**config.mk**
```make
export PLATFORM = sky130hd
export DESIGN_NAME = cfsc_regs
export DESIGN_NICKNAME = d
export VERILOG_FILES = /design/src/inc/cfsc_pkg.sv /design/src/design/cfsc_sync.sv /design/src/design/cfsc_regs.sv
export VERILOG_INCLUDE_DIRS = /design/src /design/src/inc
export SDC_FILE = /design/constraint.sdc
export NUM_CORES = 1
export LEC_CHECK = 0
export ABC_CLOCK_PERIOD_IN_PS = 2850
export BUFFER_PORTS_ARGS = -buffer_cell sky130_fd_sc_hd__buf_2
export CAP_MARGIN = 20
export CELL_PAD_IN_SITES_DETAIL_PLACEMENT = 0
export CELL_PAD_IN_SITES_GLOBAL_PLACEMENT = 1
export CORE_MARGIN = 4
export CORE_UTILIZATION = 25
export CTS_BUF_LIST = sky130_fd_sc_hd__clkbuf_8
export DETAILED_ROUTE_END_ITERATION = 6
export PLACE_DENSITY = 0.6
export SLEW_MARGIN = 10
export SYNTH_ARGS = -nofsm -noshare
export SYNTH_HDL_FRONTEND = slang
export SYNTH_SLANG_ARGS = --single-unit
```
**constraint.sdc**
```tcl
create_clock -name i_core_clk -period 2.85 [get_ports i_core_clk]
set_clock_uncertainty 0.15 [all_clocks]
set_input_delay 0.57 -clock i_core_clk [delete_from_list [all_inputs] [get_ports i_core_clk]]
set_output_delay 0.57 -clock i_core_clk [all_outputs]
set_load 0.1 [all_outputs]
```
**src/inc/cfsc_cfg.svh**
```systemverilog
// register map, field layout and reset values for the function information
// and digital audio control registers; included by the register block and the bench
`ifndef CFSC_CFG_SVH
`define CFSC_CFG_SVH
`define CFSC_ADDR_FUNC_INFO 7'h68
`define CFSC_ADDR_DIG_CTRL 7'h6A
`define CFSC_ADDR_PAGE_SEL 7'h24
`define CFSC_ADDR_OUT_CTRL 7'h2A
`define CFSC_PAGE_FUNC 16'h0001
`define CFSC_PAGE_DIG 16'h0000
`define CFSC_PAGE_RST 16'h0000
`define CFSC_FI_UPPER_RST 11'h000
`define CFSC_FI_UPPER_LSB 5
`define CFSC_FI_VALID_BIT 4
`define CFSC_DC_OVR_BIT 2
`define CFSC_DC_SRC_BIT 1
`define CFSC_OC_RATE_MASK 16'h3000
`define CFSC_OC_EN_BIT 15
`define CFSC_OC_RST 16'h0000
`define CFSC_GAIN_STEP_CDB 8'h0F
`endif

```
**src/inc/cfsc_pkg.sv**
```systemverilog
// types shared by the function information and digital control block
package cfsc_pkg;
    // frame-boundary source switch states
    typedef enum logic [1:0] {
        CFSC_SRC_IDLE = 2'b00,
        CFSC_SRC_WAIT = 2'b01
    } cfsc_src_state_type;
endpackage

```
**src/design/cfsc_sync.sv**
```systemverilog
// two-flop synchroniser for single-bit levels from outside the clock domain
// assumes i_srst is synchronous to i_core_clk
`timescale 1ns/1ps
`default_nettype none
module cfsc_sync #(
    parameter int WIDTH = 1
) (
    // clock and reset
    input wire logic i_core_clk,
    input wire logic i_srst,
    // data
    input wire logic [WIDTH-1:0] i_async,
    output logic [WIDTH-1:0] o_sync
);
    logic [WIDTH-1:0] meta;

    // refuse a width the flops cannot hold, at elaboration
    if (WIDTH < 1) begin : g_bad_width
        $error("cfsc_sync: WIDTH must be at least 1");
    end

    // first flop is read only by the second
    always_ff @(posedge i_core_clk) begin
        if (i_srst) begin
            meta <= '0;
            o_sync <= '0;
        end else begin
            meta <= i_async;
            o_sync <= meta;
        end
    end
endmodule
`default_nettype wire

```
**src/design/cfsc_regs.sv**
```systemverilog
// function information and digital audio control registers, codec side
// assumes the link frame decoder hands in one-cycle write/read strobes with
// a register address and data, all on i_core_clk; reset pins are async
//
// Overview of operation
// after link reset, valid flag set if sensing
// without sensing, valid flag reads 0, read-only
// write 1 clears; sense completion sets flag
// writing 0 leaves valid flag unchanged
// valid flag reset by link reset
// unused bits always read zero
// present flag read-only, reports optional fields
// gain: sign bit plus 1.5 dB steps
// upper fields R/W, cleared only at power-on
// digital control reachable only on page 00h
// override lets output control writes through
// rate bits stay locked while output enabled
// sub-code fields change while output runs; here only with override set, else the whole register is locked
// source select: link PCM or ADC record
// function information reachable only on page 01h
// delay field in 48 kHz sample periods
// source change applied at frame boundary
`timescale 1ns/1ps
`default_nettype none
`include "cfsc_cfg.svh"
module cfsc_regs
    import cfsc_pkg::*;
#(
    parameter bit HAS_SENSE = 1'b1,
    parameter bit FUNC_PRESENT = 1'b1,
    parameter logic [4:0] DELAY_DEFAULT = 5'h01
) (
    // clock and resets
    input wire logic i_core_clk,
    input wire logic i_srst,
    input wire logic i_por_pin,
    input wire logic i_link_rst_n_pin,
    // register access from the link frame decoder
    input wire logic i_wr_stb,
    input wire logic i_rd_stb,
    input wire logic [6:0] i_addr,
    input wire logic [15:0] i_wdata,
    output logic [15:0] o_rdata,
    output logic o_rvalid,
    // sensing and serial output timing
    input wire logic i_sense_done,
    input wire logic i_frame_end,
    // digital output data path
    input wire logic [19:0] i_link_pcm,
    input wire logic [19:0] i_adc_rec,
    output logic [19:0] o_spdif_data,
    output logic o_spdif_src,
    // output control register image and function information gain
    output logic [15:0] o_out_ctrl,
    output logic [8:0] o_gain_cdb
);
    logic por;
    logic link_rst_n;
    logic link_rst_q;
    logic [15:0] page;
    logic [10:0] fi_upper;
    logic valid;
    logic ovr;
    logic src_req;
    logic src_act;
    cfsc_src_state_type src_state;
    logic [15:0] out_ctrl;
    logic link_rel;
    logic fi_hit;
    logic dc_hit;
    logic oc_hit;
    logic oc_locked;

    // delay code 1Fh is reserved; refuse it at elaboration
    if (DELAY_DEFAULT == 5'h1F) begin : g_bad_delay
        $error("cfsc_regs: delay value 1Fh is reserved");
    end

    // -----------------------------------------------------------------
    // reset pins
    // -----------------------------------------------------------------
    cfsc_sync #(.WIDTH(2)) u_rst_sync (
        .i_core_clk(i_core_clk),
        .i_srst(i_srst),
        .i_async({i_por_pin, i_link_rst_n_pin}),
        .o_sync({por, link_rst_n})
    );

    // link reset release detected on the synchronised level; the history
    // flop resets low on purpose, so leaving i_srst also counts as release
    always_ff @(posedge i_core_clk) begin
        if (i_srst) begin
            link_rst_q <= 1'b0;
        end else begin
            link_rst_q <= link_rst_n;
        end
    end
    assign link_rel = link_rst_n & ~link_rst_q;

    // -----------------------------------------------------------------
    // decode
    // -----------------------------------------------------------------
    function automatic logic hit(input logic [6:0] a, input logic [6:0] r,
                                 input logic [15:0] pg,
                                 input logic [15:0] want);
        hit = (a == r) && (pg == want);
    endfunction

    assign fi_hit = hit(i_addr, `CFSC_ADDR_FUNC_INFO, page,
                        `CFSC_PAGE_FUNC);
    assign dc_hit = hit(i_addr, `CFSC_ADDR_DIG_CTRL, page,
                        `CFSC_PAGE_DIG);
    assign oc_hit = (i_addr == `CFSC_ADDR_OUT_CTRL);
    // output enabled and override off locks the whole register
    assign oc_locked = out_ctrl[`CFSC_OC_EN_BIT] & ~ovr;

    // page selector, cleared by either reset
    always_ff @(posedge i_core_clk) begin
        if (i_srst || por || !link_rst_n) begin
            page <= `CFSC_PAGE_RST;
        end else if (i_wr_stb && i_addr == `CFSC_ADDR_PAGE_SEL) begin
            page <= i_wdata;
        end
    end

    // -----------------------------------------------------------------
    // function information
    // -----------------------------------------------------------------
    // upper fields survive link reset so software calibration is kept
    always_ff @(posedge i_core_clk) begin
        if (i_srst || por) begin
            fi_upper <= `CFSC_FI_UPPER_RST;
        end else if (!FUNC_PRESENT) begin
            fi_upper <= {6'h00, DELAY_DEFAULT};
        end else if (i_wr_stb && fi_hit) begin
            fi_upper <= i_wdata[15:`CFSC_FI_UPPER_LSB];
        end
    end

    // sense valid flag: set wins over a write-one clear
    always_ff @(posedge i_core_clk) begin
        if (i_srst || !link_rst_n) begin
            valid <= 1'b0;
        end else if (!HAS_SENSE) begin
            valid <= 1'b0;
        end else if (link_rel || i_sense_done) begin
            valid <= 1'b1;
        end else if (i_wr_stb && fi_hit && i_wdata[`CFSC_FI_VALID_BIT]) begin
            valid <= 1'b0;
        end
    end

    // -----------------------------------------------------------------
    // digital audio control
    // -----------------------------------------------------------------
    always_ff @(posedge i_core_clk) begin
        if (i_srst || por || !link_rst_n) begin
            ovr <= 1'b0;
            src_req <= 1'b0;
        end else if (i_wr_stb && dc_hit) begin
            ovr <= i_wdata[`CFSC_DC_OVR_BIT];
            src_req <= i_wdata[`CFSC_DC_SRC_BIT];
        end
    end

    // source applied only at the frame end, so no sample is split
    always_ff @(posedge i_core_clk) begin
        if (i_srst) begin
            src_act <= 1'b0;
            src_state <= CFSC_SRC_IDLE;
        end else begin
            unique case (src_state)
                CFSC_SRC_IDLE: begin
                    if (src_req != src_act) begin
                        src_state <= CFSC_SRC_WAIT;
                    end
                end
                CFSC_SRC_WAIT: begin
                    if (i_frame_end) begin
                        src_act <= src_req;
                        src_state <= CFSC_SRC_IDLE;
                    end
                end
                default: begin
                    src_state <= CFSC_SRC_IDLE;
                end
            endcase
        end
    end

    // output control write lock with override
    always_ff @(posedge i_core_clk) begin
        if (i_srst || por || !link_rst_n) begin
            out_ctrl <= `CFSC_OC_RST;
        end else if (i_wr_stb && oc_hit && !oc_locked) begin
            if (out_ctrl[`CFSC_OC_EN_BIT]) begin

                out_ctrl <= (i_wdata & ~`CFSC_OC_RATE_MASK) |
                            (out_ctrl & `CFSC_OC_RATE_MASK);
            end else begin
                out_ctrl <= i_wdata;
            end
        end
    end

    // -----------------------------------------------------------------
    // outputs
    // -----------------------------------------------------------------
    // read data; unmapped or wrong page reads zero
    always_ff @(posedge i_core_clk) begin
        if (i_srst) begin
            o_rdata <= 16'h0000;
            o_rvalid <= 1'b0;
        end else begin
            o_rvalid <= i_rd_stb;
            if (i_rd_stb && fi_hit) begin

                o_rdata <= {fi_upper, valid, 3'b000, FUNC_PRESENT};
            end else if (i_rd_stb && dc_hit) begin
                o_rdata <= {13'h0000, ovr, src_req, 1'b0};
            end else if (i_rd_stb && oc_hit) begin
                o_rdata <= out_ctrl;
            end else begin
                o_rdata <= 16'h0000;
            end
        end
    end

    // serial output sample mux, gain in tenths of dB (sign-magnitude)
    always_ff @(posedge i_core_clk) begin
        if (i_srst) begin
            o_spdif_data <= 20'h00000;
            o_spdif_src <= 1'b0;
            o_out_ctrl <= 16'h0000;
            o_gain_cdb <= 9'h000;
        end else begin
            o_spdif_data <= src_act ? i_adc_rec : i_link_pcm;
            o_spdif_src <= src_act;
            o_out_ctrl <= out_ctrl;
            // magnitude times 15 gives tenths of dB; eight bits, as
            // the top codes run past 127 tenths
            o_gain_cdb <= {fi_upper[10], 8'(fi_upper[9:6] *
                          `CFSC_GAIN_STEP_CDB)};
        end
    end

    // -----------------------------------------------------------------
    // checks
    // -----------------------------------------------------------------
    a_valid_clear: assert property (@(posedge i_core_clk) disable iff (i_srst)
        (i_wr_stb && fi_hit && i_wdata[4] && !i_sense_done && !link_rel &&
         link_rst_n) |=> !valid) else $error("valid flag not cleared");
    a_valid_zero: assert property (@(posedge i_core_clk) disable iff (i_srst)
        (i_wr_stb && fi_hit && !i_wdata[4] && valid && link_rst_n) |=> valid)
        else $error("write of 0 changed valid flag");
    a_valid_set: assert property (@(posedge i_core_clk) disable iff (i_srst)
        (HAS_SENSE && i_sense_done && link_rst_n) |=> valid)
        else $error("sense completion did not set valid");
    a_valid_lrst: assert property (@(posedge i_core_clk) disable iff (i_srst)
        !link_rst_n |=> !valid) else $error("valid kept in link reset");
    a_upper_keep: assert property (@(posedge i_core_clk) disable iff (i_srst)
        (!link_rst_n && !por && !(i_wr_stb && fi_hit)) |=> $stable(fi_upper))
        else $error("upper fields lost in link reset");
    a_rsvd_zero: assert property (@(posedge i_core_clk) disable iff (i_srst)
        (i_rd_stb && dc_hit) |=> (o_rdata[15:3] == 13'h0 && !o_rdata[0]))
        else $error("reserved bits not zero");
    a_rate_lock: assert property (@(posedge i_core_clk) disable iff (i_srst)
        (out_ctrl[15] && link_rst_n && !por) |=>
        (out_ctrl[13:12] == $past(out_ctrl[13:12])))
        else $error("rate bits changed while enabled");
    a_ovr_write: assert property (@(posedge i_core_clk) disable iff (i_srst)
        (i_wr_stb && oc_hit && ovr && out_ctrl[15] && link_rst_n && !por)
        |=> (out_ctrl[11:0] == $past(i_wdata[11:0])))
        else $error("override write not taken");
    a_src_frame: assert property (@(posedge i_core_clk) disable iff (i_srst)
        (src_act != $past(src_act)) |-> $past(i_frame_end))
        else $error("source switched off frame boundary");
    a_page_gate: assert property (@(posedge i_core_clk) disable iff (i_srst)
        (i_rd_stb && i_addr == 7'h68 && page != 16'h0001) |=> o_rdata == 0)
        else $error("function info read on wrong page");
    c_sense: cover property (@(posedge i_core_clk) i_sense_done && valid);
    c_ovr_wr: cover property (@(posedge i_core_clk)
        i_wr_stb && oc_hit && ovr && out_ctrl[15]);
    c_src_sw: cover property (@(posedge i_core_clk)
        src_state == CFSC_SRC_WAIT && i_frame_end);
endmodule
`default_nettype wire

```
## Word level (Yosys, flattened, before mapping)

Index checks and enable logic that the tools add are counted.
Widths: inputs -> output; s select.

- Register bits after elaboration: 117
- Output and inout port bits: 63
- Logic and storage cells: 69

- Multipliers: 1
- Bitwise logic cells: 6
- Mux-type cells: 10
- Reductions and logical operators: 24
- Eq/ne operators: 9

Operators with widths:

| operator | number |
|---|---|
| $mux 16 | 4 |
| $mux 20 | 1 |
| $eq 16x1->1 const B | 1 |
| $logic_not 16->1 | 1 |
| $or 16x14->16 | 1 |
| $eq 7x6->1 const B | 2 |
| $eq 7x7->1 const B | 2 |
| $logic_and 1x1->1 | 11 |
| $mul 4x4->8 const B | 1 |
| $logic_or 1x1->1 | 4 |
| $mux 2 | 2 |
| $ne 2x2->1 const B | 2 |
| $pmux 2 s2 | 1 |
| $reduce_and 2->1 | 2 |
| $reduce_or 4->1 | 1 |
| $not 1->1 | 3 |
| $and 1x1->1 | 2 |
| $eq 2x1->1 const B | 1 |
| $logic_not 1->1 | 2 |
| $logic_not 2->1 | 1 |
| $mux 1 | 2 |
| $reduce_bool 2->1 | 1 |
| $reduce_or 2->1 | 1 |
| $ne 1x1->1 | 1 |

## Longest topological paths before layout

- Depth in word-level cells: 6
- Gate-level depth with buffers: 9
- Mapped depth without buffers: 9

## Modules after synthesis

Synthesis repeated with hierarchy kept, for this count alone.

- Cell total of the unflattened synthesis: 419
- Area total of the unflattened synthesis: 4294.1 um^2

Modules (own cells, without submodules):

| module | area each (um^2) | cells an instance | instances | seq. area each (um^2) |
|---|---|---|---|---|
| cfsc_regs | 4189.0 | 411 | 1 | 2242.2 |
| cfsc_sync | 105.1 | 8 | 1 | 80.1 |

## Worst setup path after synthesis

No wires, ideal clock.

- Path type: register to register
- Start point: register fi_upper[8]
- End point: register o_gain_cdb[6]
- Setup slack: 0.325 ns
- Arrival time: 2.244 ns
- Setup time: 0.132 ns
- Cell stages (with the launch flop): 9
- Period minus slack after synthesis: 2.525 ns
- Buffers on the path: 0
- Cells stage by stage: dfxtp_1 > fa_1 > inv_1 > fa_1 > fa_1 > nor2b_1 > o21ai_0 > a21boi_0 > nor3_1

- Word-level cells in the longest chain between the ends: 1

Ends and longest elaborated chain:

| element | RTL line | RTL |
|---|---|---|
| start: declaration | cfsc_regs.sv:61 | `logic [10:0] fi_upper;` |
| start signal: assignment | cfsc_regs.sv:132 | `` fi_upper <= `CFSC_FI_UPPER_RST; `` |
| start signal: assignment | cfsc_regs.sv:134 | `fi_upper <= {6'h00, DELAY_DEFAULT};` |
| start signal: assignment | cfsc_regs.sv:136 | `` fi_upper <= i_wdata[15:`CFSC_FI_UPPER_LSB]; `` |
| $mul 4x4->8 (no line) | n/a |  |
| end signal: assignment | cfsc_regs.sv:242 | `o_gain_cdb <= {fi_upper[10], 8'(fi_upper[9:6] *` |
| end: declaration | cfsc_regs.sv:55 | `output logic [8:0] o_gain_cdb` |

Every way passes these cells.
A chain may end at the register's enable or synchronous reset.

## Worst setup path after layout

Ends and elaborated chain as after synthesis.

==> metrics.yaml <==
port-buffer-count: 133
p_leak_nw: 2.537
io_pins: 134
reg2reg_to: "o_gain_cdb[6]"
cp.depth: 8
worst_pin_slew_ns: 0.7460
die_y_um: 142.0
grt_pass1_vias: 3468
netlist_top_cells_area: "dfxtp_1 (52%), mux2i_1 (14%), nor2_1 (5.0%), nor2b_1 (4.2%), ha_1 (3.1%)"
vias_per_cell: 4.186
min_to: "u_rst_sync.meta[1]"
cp.arrival_ns: 2.78
core-area_sq_um: 17480
clkSlewWorstSetupHoldPaths_ns: 0.06
rsz0062_at_grt: "no"
ys_ff_latch: 116
syn_inst: 419
place_area_sq_um: 5389
power_density_nw_per_um2: 561.1
grt_pass1_wl_um: 18320
startpoint_type: "flop"
dp_slack_ns: 0.09322
crit_buf_inv: 1
wl_per_cell_um: 14.43
synth_common_cells: "dfxtp_1 (116), mux2i_1 (64), nor2_1 (60)"
synth_edf_count: 0
syn_nets: 506
routed_wirelength_um: 11470
maxSlewHeadroom: 0.5025
netlist_area_sq_um: 4492
final_cell_area_sq_um: 5720
hold_viol: 0
grt_usage: 0.1177
cp-end-kind: "flop"
synth-main-ff-cell: "dfxtp_1"
synth_area_per_cell_sq_um: 10.72
crit_slowest_cell: "fa_1"
slew_violations: 0
cts-root-buf: "clkbuf_8"
yosysMostFrequentCell: "dfxtp_1"
fin_hold_ws_ns: 0.2075
diodes: 0
fmax_mhz: 378.7
setup_viol: 0
cts_hold_buf: 0
firstDrtPassIters: 4
synth_async_sr_flop_share: 0
rr_worst_depth: 8
drive_gt1_frac: 0.3211
ys_seq_area_frac: 0.5170
gp_congestion: 0.7630
grt_max_degree: 38
synth_cell_types: 46
min_path_cells: 2
initial_core_util: 0.2570
r2r-start: "fi_upper[8]"
synth.largest_area_cell: "dfxtp_1"
criticalPathCategory: "reg2reg"
syn_to_final_growth_pct: 27.35
first_iter_violations: 117
hold_class: "in2reg"
htreeDepth: 4
insertion_delay_ns: 0.41
fin_setup_tns_ns: 0
cts_tree: "yes"
crit_top_cell: "fa_1"
critPathRequiredTime_ns: 2.99
cap_violations: 0
outcome: "completed"
nets: 648
r2r_slack_ns: 0.21
crit_family: "adder cells"
critical_path.cell_chain: "fa_1 -> inv_1 -> fa_1 -> fa_1 -> nor2b_1 -> o21ai_1 -> a21boi_0 -> nor3_1"
clockBufferDepth: 2
grt-ovfl-total: 0
critical-path-max-stage-delay_ns: 0.53
dieArea_sq_um: 20180
min_from: "i_por_pin"
dp_hpwl_um: 8445
period_minus_slack_ns: 2.640
period_share: 0.9265
antenna_found_initial: 0
ant_nets: 0
dieWidth_um: 142.0
ir_drop_uv: 287.8
cp_max_fo: 7
rows: 48
drc: 0
yosys_warnings: 0
yosysTopAreaCellShare: 0.5170
cts_sinks: 116
final.setup.worst_slack_ns: 0.2095
cts_buffers: 17
vias: 3328
-- registers in the layout, summed over array words and instances, names as in the netlist, 2 cells and up --
register,count
o_rdata,16
fi_upper,11
out_ctrl,16
o_out_ctrl,16
u_rst_sync.meta,2
u_rst_sync.o_sync,2
o_spdif_data,20
o_gain_cdb,9
page,16
-- power breakdown --
group	switching (mW)	internal, mW	leakage, nW	total [mW]
clock network	0.605	0.698	0.185	1.30
logic	0.193	0.0683	1.41	0.261
registers	0.00468	1.64	0.942	1.65
total	0.803	2.41	2.54	3.21
-- metrics by stage --
| stage | utilization | power [mW] | instances |
|---|---|---|---|
| 5_1_grt | 0.3273 | 3.379 | 795 |
| 3_3_place_gp | 0.3083 | 1.943 | 767 |
| 4_1_cts | 0.3272 | 3.284 | 795 |
| 6_report | 0.3273 | 3.210 | 795 |
| 2_1_floorplan | - | 1.849 | 419 |
| 3_5_place_dp | 0.3083 | 1.946 | 767 |
-- kinds of logic after synthesis --
| group | after synthesis | synth area share |
|---|---|---|
| simple gates | 154 | 0.1861 |
| mux | 64 | 0.1426 |
| compound gates | 30 | 0.05571 |
| buf+inv | 38 | 0.04373 |
| xor+xnor | 1 | 0.001950 |
| fa+ha+maj | 16 | 0.05293 |
| flops | 116 | 0.5170 |
-- final cells by class --
type,count,area (sq um)
multi-input combinational,265,1973
clock buffer,19,261.5
timing repair buffer,144,748.2
sequential,116,2325
fill,1830,11760
inverter,17,63.81
clock inverter,9,67.56
tap,225,281.5
-- how the worst max path moves through the flow --
stage	from	endpoint	slack, ns
floorplan	fi_upper[8]	o_gain_cdb[6]	0.32
global placement	fi_upper[8]	o_gain_cdb[6]	0.20
detailed placement	fi_upper[8]	o_gain_cdb[6]	0.09
CTS	fi_upper[8]	o_gain_cdb[6]	0.09
global route	fi_upper[9]	o_gain_cdb[6]	0.002
finish	fi_upper[8]	o_gain_cdb[6]	0.21
-- worst reg2reg max path, stage by stage, from the launching register on --
cell      delay (ns)
dfxtp_2         0.37
fa_1            0.53
inv_1           0.06
fa_1            0.49
fa_1            0.39
nor2b_1         0.17
o21ai_1         0.09
a21boi_0        0.18
nor3_1          0.07
-- metal layers --
metal  wire length [um]  track usage
met1               5412       0.1529
met2               5170       0.1811
met3                760      0.04469
met4                127      0.03788
met5                  0            0
-- cells in the final DEF (no fill, tap or decap), types with 3 or more instances in the layout --
cell type and n:
ha_1 11, mux2i_1 64, clkinv_2 6, a21oi_1 3, dfxtp_1 114, buf_4 11
nor2_1 60, buf_2 133, a22o_1 12, fa_1 5, nor4b_1 3, nand4_1 4
inv_1 19, clkbuf_8 19, a211oi_1 3, nor2b_1 30, nand2_1 33
-- what timing repair did --
| action | CTS | global route |
|---|---|---|
| endpoints found under the setup margin | 0 | 1 |
| gates resized for setup | 0 | 3 |
| buffers inserted | 0 | 0 |
(Power assumes the default switching activity.)
